<file path="src/common/wdg_pkg.sv">
package wdg_pkg;
    // register byte offsets on the bus
    localparam logic [11:0] ADR_LOAD = 12'h000;
    localparam logic [11:0] ADR_VALUE = 12'h004;
    localparam logic [11:0] ADR_CTL = 12'h008;
    localparam logic [11:0] ADR_ICR = 12'h00C;
    localparam logic [11:0] ADR_RIS = 12'h010;
    localparam logic [11:0] ADR_MIS = 12'h014;
    localparam logic [11:0] ADR_EVT = 12'h018;
    localparam logic [11:0] ADR_MASK = 12'h01C;
    localparam logic [11:0] ADR_TEST = 12'h418;
    localparam logic [11:0] ADR_LOCK = 12'hC00;

    // control and test field positions
    localparam int CTL_TIMEOUT_INTERRUPT_ENABLE_BIT = 0;
    localparam int CTL_RESET_OUTPUT_ENABLE_BIT = 1;
    localparam int TEST_STALL_BIT = 8;

    // event status and mask field positions
    localparam int EVT_TIMEOUT_BIT = 0;
    localparam int EVT_BITE_BIT = 1;
    localparam int EVT_W = 2;

    // reset values and the unlock key
    localparam logic [31:0] LOAD_RST = 32'hFFFF_FFFF;
    localparam logic [31:0] VALUE_RST = 32'hFFFF_FFFF;
    localparam logic [1:0] EVT_MASK_RST = 2'h0;
    localparam logic [31:0] UNLOCK_KEY = 32'h1ACC_E551;

    // interrupt stage, gray coded along clear -> pending -> bite
    typedef enum logic [1:0] {
        ST_CLEAR = 2'b00,
        ST_PEND = 2'b01,
        ST_BITE = 2'b11
    } wdg_stage_e;
endpackage

</file>
<file path="src/core/wdg_wb_slave.sv">
`timescale 1ns/1ps
`default_nettype none
module wdg_wb_slave (
    // clock and reset
    input wire logic clk_i,
    input wire logic rst_i,
    // wishbone slave side
    input wire logic wb_cyc_i,
    input wire logic wb_stb_i,
    input wire logic wb_we_i,
    output logic wb_ack_o,
    output logic [31:0] wb_dat_o,
    // request toward the register file
    output logic req_wr_o,
    output logic req_rd_o,
    input wire logic [31:0] rdata_i
);
    typedef struct packed {
        logic ack;
        logic [31:0] dat;
    } wdg_slv_s;

    wdg_slv_s s_reg;
    wdg_slv_s s_next;
    logic active;

    ////////////////////////////////////////////////////////////////////////
    // one access per request, ack in the cycle after it is taken
    assign active = wb_cyc_i & wb_stb_i & ~s_reg.ack;
    assign req_wr_o = active & wb_we_i;
    assign req_rd_o = active & ~wb_we_i;

    // next state: ack pulse and captured read data
    always_comb begin
        s_next = s_reg;
        s_next.ack = active;
        if (req_rd_o) begin
            s_next.dat = rdata_i;
        end
    end

    // state register
    always_ff @(posedge clk_i) begin
        if (rst_i) begin
            s_reg <= '0;
        end else begin
            s_reg <= s_next;
        end
    end

    assign wb_ack_o = s_reg.ack;
    assign wb_dat_o = s_reg.dat;
endmodule
`default_nettype wire

</file>
<file path="src/core/wdg_core.sv">
`timescale 1ns/1ps
`default_nettype none
module wdg_core (
    // clock and reset
    input wire logic clk_i,
    input wire logic rst_i,
    // wishbone slave
    input wire logic wb_cyc_i,
    input wire logic wb_stb_i,
    input wire logic wb_we_i,
    input wire logic [11:0] wb_adr_i,
    input wire logic [3:0] wb_sel_i,
    input wire logic [31:0] wb_dat_i,
    output logic [31:0] wb_dat_o,
    output logic wb_ack_o,
    // system side
    input wire logic timeout_clock_gate_bit_i,
    input wire logic dbg_halt_i,
    output logic irq_o,
    output logic sys_rst_o
);
    typedef struct packed {
        logic [31:0] load;
        logic [31:0] cnt;
        logic timeout_interrupt_enable;
        logic reset_output_enable;
        logic stall_en;
        logic locked;
        wdg_pkg::wdg_stage_e stage;
        logic [1:0] evt;
        logic [1:0] evt_mask;
        logic irq;
        logic bite;
    } wdg_core_s;

    wdg_core_s s_reg;
    wdg_core_s s_next;
    logic req_wr;
    logic req_rd;
    logic [31:0] rdata;
    logic [31:0] wmask;
    logic [31:0] load_wr;
    logic wr_ok;
    logic wr_lock;
    logic running;
    logic expire;
    logic rd_clr;
    logic [1:0] evt_set;

    ////////////////////////////////////////////////////////////////////////
    // bus slave
    wdg_wb_slave u_slave (
        .clk_i(clk_i),
        .rst_i(rst_i),
        .wb_cyc_i(wb_cyc_i),
        .wb_stb_i(wb_stb_i),
        .wb_we_i(wb_we_i),
        .wb_ack_o(wb_ack_o),
        .wb_dat_o(wb_dat_o),
        .req_wr_o(req_wr),
        .req_rd_o(req_rd),
        .rdata_i(rdata)
    );

    // byte lane mask from the select lines
    for (genvar i = 0; i < 4; i++) begin : g_lane
        assign wmask[8*i +: 8] = {8{wb_sel_i[i]}};
    end
    assign load_wr = (s_reg.load & ~wmask) | (wb_dat_i & wmask);

    // write qualifiers: gate off blocks all, lock blocks all but lock itself
    assign wr_lock = req_wr & timeout_clock_gate_bit_i;
    assign wr_ok = wr_lock & ~s_reg.locked;

    // counter runs when enabled, clocked and not stalled by debug
    assign running = s_reg.timeout_interrupt_enable & timeout_clock_gate_bit_i
        & ~(s_reg.stall_en & dbg_halt_i);
    assign expire = running & (s_reg.cnt == 32'h0000_0000);
    assign rd_clr = req_rd & timeout_clock_gate_bit_i & (wb_adr_i == wdg_pkg::ADR_EVT);

    ////////////////////////////////////////////////////////////////////////
    // read data mux, reserved bits read zero
    always_comb begin
        rdata = 32'h0000_0000;
        if (timeout_clock_gate_bit_i) begin
            case (wb_adr_i)
                wdg_pkg::ADR_LOAD: rdata = s_reg.load;
                wdg_pkg::ADR_VALUE: rdata = s_reg.cnt;
                wdg_pkg::ADR_CTL: begin
                    rdata[wdg_pkg::CTL_TIMEOUT_INTERRUPT_ENABLE_BIT] = s_reg.timeout_interrupt_enable;
                    rdata[wdg_pkg::CTL_RESET_OUTPUT_ENABLE_BIT] = s_reg.reset_output_enable;
                end
                wdg_pkg::ADR_RIS: rdata[0] = (s_reg.stage != wdg_pkg::ST_CLEAR);
                wdg_pkg::ADR_MIS: begin
                    rdata[0] = (s_reg.stage != wdg_pkg::ST_CLEAR)
                        & s_reg.evt_mask[wdg_pkg::EVT_TIMEOUT_BIT];
                end
                wdg_pkg::ADR_EVT: rdata[1:0] = s_reg.evt;
                wdg_pkg::ADR_MASK: rdata[1:0] = s_reg.evt_mask;
                wdg_pkg::ADR_TEST: rdata[wdg_pkg::TEST_STALL_BIT] = s_reg.stall_en;
                wdg_pkg::ADR_LOCK: rdata[0] = s_reg.locked;
                default: rdata = 32'h0000_0000;
            endcase
        end
    end

    ////////////////////////////////////////////////////////////////////////
    // next state
    always_comb begin
        s_next = s_reg;
        evt_set = 2'b00;
        // count down while running
        if (running && !expire) begin
            s_next.cnt = s_reg.cnt - 32'h0000_0001;
        end
        // time-out: first raises interrupt, second bites only when reset output is enabled
        if (expire) begin
            s_next.cnt = s_reg.load;
            case (s_reg.stage)
                wdg_pkg::ST_CLEAR: begin
                    s_next.stage = wdg_pkg::ST_PEND;
                    evt_set[wdg_pkg::EVT_TIMEOUT_BIT] = 1'b1;
                end
                wdg_pkg::ST_PEND: begin
                    if (s_reg.reset_output_enable) begin
                        s_next.stage = wdg_pkg::ST_BITE;
                        s_next.bite = 1'b1;
                        evt_set[wdg_pkg::EVT_BITE_BIT] = 1'b1;
                    end
                end
                default: s_next.stage = s_reg.stage;
            endcase
        end
        // register writes
        if (wr_ok) begin
            case (wb_adr_i)
                wdg_pkg::ADR_LOAD: begin
                    s_next.load = load_wr;
                    s_next.cnt = load_wr;
                    if (load_wr == 32'h0000_0000 && s_reg.stage == wdg_pkg::ST_CLEAR) begin
                        s_next.stage = wdg_pkg::ST_PEND;
                        evt_set[wdg_pkg::EVT_TIMEOUT_BIT] = 1'b1;
                    end
                end
                wdg_pkg::ADR_CTL: begin
                    if (!s_reg.timeout_interrupt_enable && wb_sel_i[0]) begin
                        s_next.reset_output_enable = wb_dat_i[wdg_pkg::CTL_RESET_OUTPUT_ENABLE_BIT];
                        s_next.timeout_interrupt_enable = wb_dat_i[wdg_pkg::CTL_TIMEOUT_INTERRUPT_ENABLE_BIT];
                        if (wb_dat_i[wdg_pkg::CTL_TIMEOUT_INTERRUPT_ENABLE_BIT]) begin
                            s_next.cnt = s_reg.load;
                        end
                    end
                end
                wdg_pkg::ADR_ICR: begin
                    s_next.cnt = s_reg.load;
                    if (s_reg.stage == wdg_pkg::ST_PEND && !expire) begin
                        s_next.stage = wdg_pkg::ST_CLEAR;
                    end
                end
                wdg_pkg::ADR_TEST: begin
                    if (wb_sel_i[1]) begin
                        s_next.stall_en = wb_dat_i[wdg_pkg::TEST_STALL_BIT];
                    end
                end
                wdg_pkg::ADR_MASK: begin
                    if (wb_sel_i[0]) begin
                        s_next.evt_mask = wb_dat_i[1:0];
                    end
                end
                default: s_next.load = s_next.load;
            endcase
        end
        // lock register stays writable while locked
        if (wr_lock && wb_adr_i == wdg_pkg::ADR_LOCK) begin
            s_next.locked = (wb_dat_i != wdg_pkg::UNLOCK_KEY);
        end
        // sticky events, read clears, a new event wins
        s_next.evt = (s_reg.evt & ~{2{rd_clr}}) | evt_set;
        s_next.irq = |(s_next.evt & s_next.evt_mask);
    end

    // state register
    always_ff @(posedge clk_i) begin
        if (rst_i) begin
            s_reg.load <= wdg_pkg::LOAD_RST;
            s_reg.cnt <= wdg_pkg::VALUE_RST;
            s_reg.timeout_interrupt_enable <= 1'b0;
            s_reg.reset_output_enable <= 1'b0;
            s_reg.stall_en <= 1'b0;
            s_reg.locked <= 1'b0;
            s_reg.stage <= wdg_pkg::ST_CLEAR;
            s_reg.evt <= 2'b00;
            s_reg.evt_mask <= wdg_pkg::EVT_MASK_RST;
            s_reg.irq <= 1'b0;
            s_reg.bite <= 1'b0;
        end else begin
            s_reg <= s_next;
        end
    end

    assign irq_o = s_reg.irq;
    assign sys_rst_o = s_reg.bite;
endmodule
`default_nettype wire

</file>
<file path="config.mk">
export PLATFORM = sky130hd
export DESIGN_NAME = wdg_core
export DESIGN_NICKNAME = d
export VERILOG_FILES = /design/src/common/wdg_pkg.sv /design/src/core/wdg_wb_slave.sv /design/src/core/wdg_core.sv
export SDC_FILE = /design/constraint.sdc
export NUM_CORES = 1
export LEC_CHECK = 0
export BUFFER_PORTS_ARGS = -buffer_cell sky130_fd_sc_hd__clkbuf_2
export CAP_MARGIN = 20
export CORE_MARGIN = 5
export CORE_UTILIZATION = 30
export CTS_CLUSTER_DIAMETER = 200
export CTS_CLUSTER_SIZE = 25
export DETAILED_ROUTE_END_ITERATION = 8
export PLACE_DENSITY = 0.51
export SETUP_SLACK_MARGIN = 0.4
export SYNTH_ARGS = -nofsm -noshare
export SYNTH_HDL_FRONTEND = slang
export SYNTH_SLANG_ARGS = --single-unit
</file>
<file path="constraint.sdc">
create_clock -name clk_i -period 6.8 [get_ports clk_i]
set_input_delay 1.36 -clock clk_i [delete_from_list [all_inputs] [get_ports clk_i]]
set_output_delay 1.36 -clock clk_i [all_outputs]
set_load 0.1 [all_outputs]
</file>
==> summary.txt, run 1 <==
number of placed instances, taps included: 1073
transition time of the tightest slew-check pin: 901 ps
largest stage delay on the critical path: 790 ps
first-pass GRT wire length: 35800 um
critical-path maximum fanout: 16
critical path launch point type: flip-flop
overall die height: 156 um
dpl hpwl: 16600 um
DRC viols: 0
number of H-tree branching levels: 3
Total Die Area: 24300 um2
synthesized cell area: 6400 um2
category of the worst setup path capture point: flip-flop
routability cong.: 0.862
Relative slew margins: 39.4%
number of warnings printed during yosys synthesis: 0
I/O pin total: 90
cell area after layout: 7360 um2
Max Fclk: 0.270 GHz
Core Util, Final: 35.0%
final slew viol count: 0
unrepaired setup endpoints after global routing: false
number of standard cells in the final layout excluding fillers: 1092
setup slack after placement: 2500 ps
final setup TNS: 0 ps
hold violation total from the final report: 0
Die Wd: 156 um
WHS: 470 ps
setup ws final: 3100 ps
area grow syn2layout: 15.1%
critical path data arrival time: 3880 ps
class of the tightest hold or removal check: flip-flop to flip-flop
clock root buffer master: sky130_fd_sc_hd__clkbuf_16
critical path's top delay family: simple AND/OR/NAND/NOR gates
EDFF count, synth: 0
via count normalized by instance count: 5.68
clock sink count: 109
Leak Pwr: 2.78 nW
CORE AREA: 21000 um2
share of synthesized area occupied by flip-flops and latches: 34.1%
ys async rst share: 0%
routed length per placed instance: 20.9 um
count of inserted antenna diode cells: 0
data required time of the critical path: 6980 ps
count of port buffers added during placement: 89
number of library cell types mapped by synthesis: 70
share of the synthesized area in the top cell type: 34.1%
drt first pass iters: 5
final setup fails: 0
flops & latches, synth: 109
portion of the clock cycle consumed by the worst path in the final layout: 54.4%
TritonCTS clock tree: built
gate count after technology mapping: 746
CP bufs+invs: 1
clock period minus worst slack: 3700 ps
final wirelength: 22800 um
postcts setup bufs: 0
number of hold buffers added after cts: 0
VDD IR max: 0.108 mV
CTS clock-pin slew for the worst setup and hold paths: 80 ps
net count after synthesis: 803
Mapped Avg Cell Area: 8.58 um2
placed cell areas: 7050 um2
Synth Flop Type: sky130_fd_sc_hd__dfxtp_1
DRC marker count from the first detailed-route iteration: 556
Clock Skews: 8.10 ps
number of antenna violations at the first check in global routing: 1
Setup Crit Path Kind: flip-flop to flip-flop
proportion of layout cells with a drive suffix above 1: 20.3%
Clock Tree Buf Depth: 2
total global routing track utilization: 18.6%
clock latency on the worst-skew pair: 360 ps
CTS buffer count: 9
biggest area contributors in the synthesized netlist: sky130_fd_sc_hd__dfxtp_1 34%, sky130_fd_sc_hd__mux2i_1 8.9%, sky130_fd_sc_hd__a22oi_1 6.1%
maximum number of pins on one net before global-route repair: 58
status: finished clean
ordered cell list for the critical path: nor4_1 > nand3_1 > nor4_4 > nand2_1 > buf_4 > mux2i_1 > o221ai_1
number of cell rows: 53
initial cell density of the core: 30.4%
post_cts resized: 0
count of maximum capacitance violations: 0
biggest area consumer among synthesized cells: sky130_fd_sc_hd__dfxtp_1
number of vias after detailed routing: 6207
GRT Residual Overflow: 0
number of flip-flops in the largest register: 74
via count of the first global-routing pass: 6018
Power, Total: 1.24 mW
slowest library cell on the worst path: sky130_fd_sc_hd__nor4_4
fin nets: 869
post-detailed-route count of antenna-violating nets: 0
pwr dens: 168 nW/um2
[cells in the mapped netlist (all sizes together) (4+ instances only)]
| library cell | number |
|---|---|
| o21ai | 12 |
| or4 | 6 |
| o221ai | 22 |
| xnor2 | 18 |
| nor2 | 79 |
| nand3b | 7 |
| nor2b | 4 |
| nand2 | 65 |
| dfxtp | 109 |
| nand2b | 5 |
| o211ai | 7 |
| a21oi | 19 |
| nand3 | 26 |
| and2 | 11 |
| and3 | 4 |
| xor2 | 5 |
| a31oi | 7 |
| buf | 5 |
| or3 | 6 |
| clkbuf | 43 |
| nor4 | 28 |
| nor3 | 28 |
| a22oi | 52 |
| nand4b | 6 |
| nand4 | 11 |
| mux2i | 57 |
| mux2 | 33 |
| inv | 9 |
| or2 | 4 |
[cells by family (layout without fill, tap and decap cells)]
kind of cell / count (synthesis) / after routing / synth area share [%]
AO/OA/AOI/OAI: 166 / 166 / 19.4
multiplexers: 90 / 90 / 14.8
XOR/XNOR: 23 / 23 / 3.15
flip-flops: 109 / 109 / 34.1
adder cells (fa/ha/maj): 2 / 2 / 0.391
buffers and inverters: 57 / 128 / 4.03
AND/OR/NAND/NOR: 299 / 299 / 24.1
[path summary, 6_finish.rpt]
kind                            slack (ps)  cells after the start                  end                start
worst max-delay path                  3100                      7            s_reg[34]            s_reg[22]
worst min-delay path                   470                      2  u_slave.wb_dat_o[0]  u_slave.wb_dat_o[0]
worst max register to register        3100                      7            s_reg[34]            s_reg[22]
worst min register to register         470                      2  u_slave.wb_dat_o[0]  u_slave.wb_dat_o[0]
[tightest hold or removal path, cell delays in order, from the launching register on]
cell and delay [ps]:
sky130_fd_sc_hd__dfxtp_1 320, sky130_fd_sc_hd__nand2_1 50, sky130_fd_sc_hd__a21oi_1 60
[report_power, final]
part	internal, mW	switching [mW]
combinational	0.0269	0.0628
clock	0.252	0.257
sequential	0.638	0.000110
total	0.917	0.320
[cell usage in the layout (no fill, tap or decap), types with 6 or more instances in the layout]
master	count
sky130_fd_sc_hd__or3_1	6
sky130_fd_sc_hd__nand4b_1	6
sky130_fd_sc_hd__nand2_1	65
sky130_fd_sc_hd__nor4_1	24
sky130_fd_sc_hd__nor2_1	79
sky130_fd_sc_hd__nand4_1	11
sky130_fd_sc_hd__a31oi_1	7
sky130_fd_sc_hd__o21ai_0	12
sky130_fd_sc_hd__xnor2_1	18
sky130_fd_sc_hd__a21oi_1	18
sky130_fd_sc_hd__clkbuf_16	9
sky130_fd_sc_hd__mux2_2	32
sky130_fd_sc_hd__o221ai_1	22
sky130_fd_sc_hd__dfxtp_1	109
sky130_fd_sc_hd__mux2i_1	57
sky130_fd_sc_hd__and2_1	11
sky130_fd_sc_hd__nand3_1	26
sky130_fd_sc_hd__inv_1	9
sky130_fd_sc_hd__a22oi_1	52
sky130_fd_sc_hd__nand3b_1	7
sky130_fd_sc_hd__buf_4	11
sky130_fd_sc_hd__nor3_1	27
sky130_fd_sc_hd__o211ai_1	7
sky130_fd_sc_hd__clkbuf_2	89
[layout make-up]
| class | count | area, um2 |
|---|---|---|
| clock buffers | 10 | 229 |
| clock inverters | 6 | 47.5 |
| fillers | 2236 | 13700 |
| inverters | 9 | 33.8 |
| multi-input cells | 580 | 3960 |
| flip-flops and latches | 109 | 2180 |
| well taps | 275 | 344 |
| repair buffers | 103 | 562 |
[layer usage]
metal	track usage (%)	up-vias	part of all wire [%]
met5	0	-	0.048
met4	4.38	2	1.6
met3	3.69	28	6.0
met2	28.8	225	45
met1	26.8	2981	47
li1	-	2971	-
(Power assumes the default switching activity.)
==> run 2: changes to the inputs <==
--- a/config.mk
+++ b/config.mk
@@ -12,7 +12,7 @@
 export CTS_CLUSTER_DIAMETER = 200
 export CTS_CLUSTER_SIZE = 25
 export DETAILED_ROUTE_END_ITERATION = 8
-export PLACE_DENSITY = 0.51
+export PLACE_DENSITY = 0.53
 export SETUP_SLACK_MARGIN = 0.4
 export SYNTH_ARGS = -nofsm -noshare
 export SYNTH_HDL_FRONTEND = slang
==> constraint.sdc (replaced) <==
create_clock -name clk_i -period 3.4 [get_ports clk_i]
set_input_delay 0.68 -clock clk_i [delete_from_list [all_inputs] [get_ports clk_i]]
set_output_delay 0.68 -clock clk_i [all_outputs]
set_load 0.1 [all_outputs]
==> summary.txt, run 2 (synthesis gave the netlist of run 1 again) <==
final setup fails: 0
fin nets: 883
clock latency on the worst-skew pair: 360 ps
category of the worst setup path capture point: flip-flop
reported net switching power: 616 uW
final wirelength: 22700 um
crit path launch: wb_adr_i[7]
end of the worst register-to-register path: s_reg[5]
DRC viols: 0
Clk network pwr share: 43.1%
leading cell types in the layout, fill and taps excluded: 109 x sky130_fd_sc_hd__dfxtp_1, 89 x sky130_fd_sc_hd__clkbuf_2, 79 x sky130_fd_sc_hd__nor2_1, 65 x sky130_fd_sc_hd__nand2_1, 57 x sky130_fd_sc_hd__mux2i_1
slowest library cell on the worst path: sky130_fd_sc_hd__or4_1
dpl hpwl: 16600 um
internal power summed over all cells: 1.95 mW
fillers: 2181
clock sink count: 109
maximum number of pins on one net before global-route repair: 33
clock root buffer master: sky130_fd_sc_hd__clkbuf_16
total global routing track utilization: 18.4%
unrepaired setup endpoints after global routing: false
critical path data arrival time: 2870 ps
Levels on crit path: 7
number of flip-flops in the largest register: 74
CTS buffer count: 9
critical path's top delay family: simple AND/OR/NAND/NOR gates
setup slack after placement: 403 ps
portion of the clock cycle consumed by the worst path in the final layout: 77.7%
clock period minus worst slack: 2640 ps
via count of the first global-routing pass: 5978
postcts setup bufs: 0
count of port buffers added during placement: 89
Clock Skews: 7.81 ps
Leak Pwr: 2.88 nW
via count normalized by instance count: 5.73
I/O pin total: 90
ordered cell list for the critical path: clkbuf_2 > or4_1 > nor4_2 > and2_1 > nand2_1 > mux2i_1 > nand2_1
Setup Crit Path Kind: input port to flip-flop
number of placed instances, taps included: 1090
drt first pass iters: 5
Seq pwr share: 49.8%
setup ws final: 759 ps
count of inserted antenna diode cells: 0
startpoint of the worst register-to-register path: s_reg[36]
number of H-tree branching levels: 3
Clock Tree Buf Depth: 2
Reg area: 2180 um2
number of antenna violations at the first check in global routing: 0
proportion of total power due to net switching: 24.1%
initial cell density of the core: 30.4%
critical-path maximum fanout: 8
routability cong.: 0.880
critical path capture point: s_reg[72]
data required time of the critical path: 3630 ps
final slew viol count: 0
post-detailed-route count of antenna-violating nets: 0
Total Die Area: 24300 um2
final setup TNS: 0 ps
number of hold buffers added after cts: 0
setup slack on the worst flop-to-flop path: 800 ps
proportion of layout cells with a drive suffix above 1: 21.5%
DRC marker count from the first detailed-route iteration: 576
number of standard cells in the final layout excluding fillers: 1106
critical path launch point type: input port
status: finished clean
hold violation total from the final report: 0
Die Wd: 156 um
count of maximum capacitance violations: 0
most common cell after layout, fill and taps aside: sky130_fd_sc_hd__dfxtp_1
number of vias after detailed routing: 6335
overall die height: 156 um
pwr dens: 342 nW/um2
class of the tightest hold or removal check: flip-flop to flip-flop
routed length per placed instance: 20.5 um
Worst Reg2Reg Path Length in Cells: 7
largest stage delay on the critical path: 630 ps
Multi-input gate area: 3960 um2
number of cell rows: 53
Max Fclk: 0.379 GHz
post_cts resized: 0
GRT Residual Overflow: 0
part of the total power dissipated in combinational logic: 7.1%
area grow syn2layout: 17.2%
CORE AREA: 21000 um2
first-pass GRT wire length: 35400 um
Relative slew margins: 53.4%
CTS clock-pin slew for the worst setup and hold paths: 70 ps
VDD IR max: 0.240 mV
most used cell, CP: sky130_fd_sc_hd__nand2_1
TritonCTS clock tree: built
transition time of the tightest slew-check pin: 693 ps
CP bufs+invs: 1
==> run 2: power by group through the flow <==
| stage | Clock (mW) | Sequential (mW) | Combinational (mW) |
|---|---|---|---|
| finish | 1.10 | 1.28 | 0.181 |
| global route | 1.19 | 1.28 | 0.195 |
| CTS | 1.13 | 1.28 | 0.180 |
| detailed placement | 0 | 1.31 | 0.179 |
| global placement | 0 | 1.31 | 0.181 |
| floorplan | 0 | 1.31 | 0.0840 |
==> run 2: per-layer routing <==
| layer | track usage, % | wire [um] | up-vias |
|---|---|---|---|
| li1 | - | - | 3010 |
| met1 | 26.2 | 10600 | 3057 |
| met2 | 28.2 | 10100 | 233 |
| met3 | 3.69 | 1470 | 35 |
| met4 | 5.54 | 500 | 0 |
| met5 | 0 | 0 | - |
==> run 2: worst min-delay path by stage <==
stage                              from             endpoint  slack, ps  cells after the start
finish              u_slave.wb_dat_o[0]  u_slave.wb_dat_o[0]        460                      2
global placement    u_slave.wb_dat_o[0]  u_slave.wb_dat_o[0]        450                      2
floorplan                     s_reg[63]            s_reg[31]        480                      2
global route        u_slave.wb_dat_o[0]  u_slave.wb_dat_o[0]        490                      2
detailed placement  u_slave.wb_dat_o[0]  u_slave.wb_dat_o[0]        450                      2
CTS                 u_slave.wb_dat_o[0]  u_slave.wb_dat_o[0]        460                      2
==> run 2: final cells by class <==
type                    count  share of cell area [%]
multi-input cells         580                    52.9
inverters                   9                   0.451
clock buffers              13                    3.47
clock inverters             3                   0.584
repair buffers            117                    8.91
flip-flops and latches    109                    29.1
well taps                 275                    4.59
==> run 2: worst register-to-register path, delay by kind of cell (launching register included) <==
| family | cells | cell delay, ps |
|---|---|---|
| buf+inv | 1 | 190 |
| flops | 1 | 360 |
| compound gates | 1 | 190 |
| simple gates | 5 | 1820 |
==> run 2: stage by stage <==
step	hold slack [ps]	instance area [um2]	util [%]	power (mW)
final	459	7490	35.7	2.56
after global routing	492	7490	35.7	2.66
after CTS	461	7490	35.7	2.59
after detailed placement	451	7190	34.2	1.49
after global placement	449	7190	34.2	1.49
after floorplan	477	6400	-	1.39
==> run 3: changes to the inputs <==
--- a/config.mk
+++ b/config.mk
@@ -12,7 +12,7 @@
 export CTS_CLUSTER_DIAMETER = 200
 export CTS_CLUSTER_SIZE = 25
 export DETAILED_ROUTE_END_ITERATION = 8
-export PLACE_DENSITY = 0.53
+export PLACE_DENSITY = 0.51
 export SETUP_SLACK_MARGIN = 0.4
 export SYNTH_ARGS = -nofsm -noshare
 export SYNTH_HDL_FRONTEND = slang
==> constraint.sdc (replaced) <==
create_clock -name clk_i -period 2.5 [get_ports clk_i]
set_input_delay 0.5 -clock clk_i [delete_from_list [all_inputs] [get_ports clk_i]]
set_output_delay 0.5 -clock clk_i [all_outputs]
set_load 0.1 [all_outputs]
==> summary.txt, run 3 (synthesis gave the netlist of run 1 again) <==
status: finished, violations left
violations in the final reports: setup timing
setup slack on the worst flop-to-flop path: -10 ps
I/O pin total: 90
CTS clock-pin slew for the worst setup and hold paths: 80 ps
count of maximum capacitance violations: 0
number of vias after detailed routing: 6435
number of cell rows: 53
number of hold buffers added after cts: 0
drt first pass iters: 5
critical path launch point type: flip-flop
first-pass GRT wire length: 36600 um
final setup fails: 1
hold violation total from the final report: 0
initial cell density of the core: 30.4%
class of the tightest hold or removal check: input port to flip-flop
number of H-tree branching levels: 3
Clock Skews: 10.5 ps
overall die height: 156 um
proportion of layout cells with a drive suffix above 1: 29.9%
Power, Total: 3.55 mW
critical path data arrival time: 2810 ps
Leak Pwr: 3.23 nW
transition time of the tightest slew-check pin: 551 ps
clock sink count: 109
Max Fclk: 0.398 GHz
leading cell types in the layout, fill and taps excluded: 106 x sky130_fd_sc_hd__dfxtp_1, 89 x sky130_fd_sc_hd__clkbuf_2, 76 x sky130_fd_sc_hd__nor2_1, 67 x sky130_fd_sc_hd__buf_4, 60 x sky130_fd_sc_hd__nand2_1
most common cell after layout, fill and taps aside: sky130_fd_sc_hd__dfxtp_1
count of port buffers added during placement: 89
via count of the first global-routing pass: 6213
cell depth of the worst hold path: 3
setup ws final: -14.4 ps
GRT Residual Overflow: 0
clock root buffer master: sky130_fd_sc_hd__clkbuf_16
Worst Reg2Reg Path Length in Cells: 6
total global routing track utilization: 19.1%
Die Wd: 156 um
unrepaired setup endpoints after global routing: true
DRC marker count from the first detailed-route iteration: 453
Clock Tree Buf Depth: 2
category of the worst setup path capture point: flip-flop
post-detailed-route count of antenna-violating nets: 0
VDD IR max: 0.301 mV
pwr dens: 437 nW/um2
area grow syn2layout: 27.0%
beginning of the worst hold path: wb_dat_i[20]
final wirelength: 23600 um
WHS: 404 ps
count of inserted antenna diode cells: 0
end of the worst register-to-register path: s_reg[43]
dpl hpwl: 17700 um
clock latency on the worst-skew pair: 360 ps
critical-path maximum fanout: 2
Hold Crit Endpoint: s_reg[64]
Relative slew margins: 63.4%
DRC viols: 0
startpoint of the worst register-to-register path: s_reg[37]
data required time of the critical path: 2800 ps
Setup Crit Path Kind: flip-flop to flip-flop
portion of the clock cycle consumed by the worst path in the final layout: 101%
clock period minus worst slack: 2510 ps
number of flip-flops in the largest register: 74
TritonCTS clock tree: built
Total Die Area: 24300 um2
fillers: 2188
CORE AREA: 21000 um2
Core Util, Final: 38.6%
maximum number of pins on one net before global-route repair: 48
final slew viol count: 0
routed length per placed instance: 20.5 um
via count normalized by instance count: 5.60
number of antenna violations at the first check in global routing: 0
fin nets: 927
routability cong.: 0.898
CTS buffer count: 9
run 3: worst max path at each step:
stage	from	end	slack [ps]	depth (start not counted)
6_report	s_reg[37]	s_reg[43]	-10	6
3_5_place_dp	s_reg[37]	s_reg[43]	-20	6
4_1_cts	s_reg[37]	s_reg[43]	-30	6
2_1_floorplan	s_reg[37]	s_reg[43]	40	6
5_1_grt	s_reg[37]	s_reg[43]	-60	6
3_3_place_gp	s_reg[37]	s_reg[43]	-10	6
run 3: repair_timing:
item,CTS,global route
buffers inserted,4,0
pin swaps,1,1
gates resized for setup,12,6
setup endpoints to repair,36,85
run 3: metal layers:
metal	vias up	wire length (um)	GRT usage [%]
met1	3113	10700	26.4
met5	-	0	0
met3	24	1360	3.61
met4	0	327	4.67
met2	209	11200	30.9
li1	3089	-	-
run 3: per-stage QoR:
stage                     cells  TNS, ps  worst slack (ps)  cell area (um2)
after global placement     1130    -13.6             -13.6             7710
after CTS                  1150    -25.9             -25.9             8100
after global routing       1150    -61.8             -61.8             8120
after detailed placement   1130    -17.7             -17.7             7710
final                      1150    -14.4             -14.4             8120
after floorplan             746        0              38.7             6600
run 3: layout make-up:
cell class | instances | area, um2 | share of cell area [%]
inverters | 9 | 33.8 | 0.416
repair buffers | 161 | 1050 | 12.9
well taps | 275 | 344 | 4.24
flip-flops and latches | 109 | 2190 | 26.9
clock buffers | 9 | 225 | 2.77
clock inverters | 7 | 81.3 | 1.00
multi-input cells | 580 | 4200 | 51.7
run 3: where the power goes:
part,total [mW],switching [mW],internal (mW),leakage (nW)
Clock,1.54,0.741,0.795,0.146
Combinational,0.277,0.184,0.0937,2.21
Sequential,1.73,0.000298,1.73,0.880
run 3: worst max-delay path: stages (launching register included):
cell,delay (ps)
sky130_fd_sc_hd__dfxtp_2,320
sky130_fd_sc_hd__or4_4,530
sky130_fd_sc_hd__or3_4,350
sky130_fd_sc_hd__or3_4,340
sky130_fd_sc_hd__or4b_4,490
sky130_fd_sc_hd__mux2_4,320
sky130_fd_sc_hd__a21oi_2,120
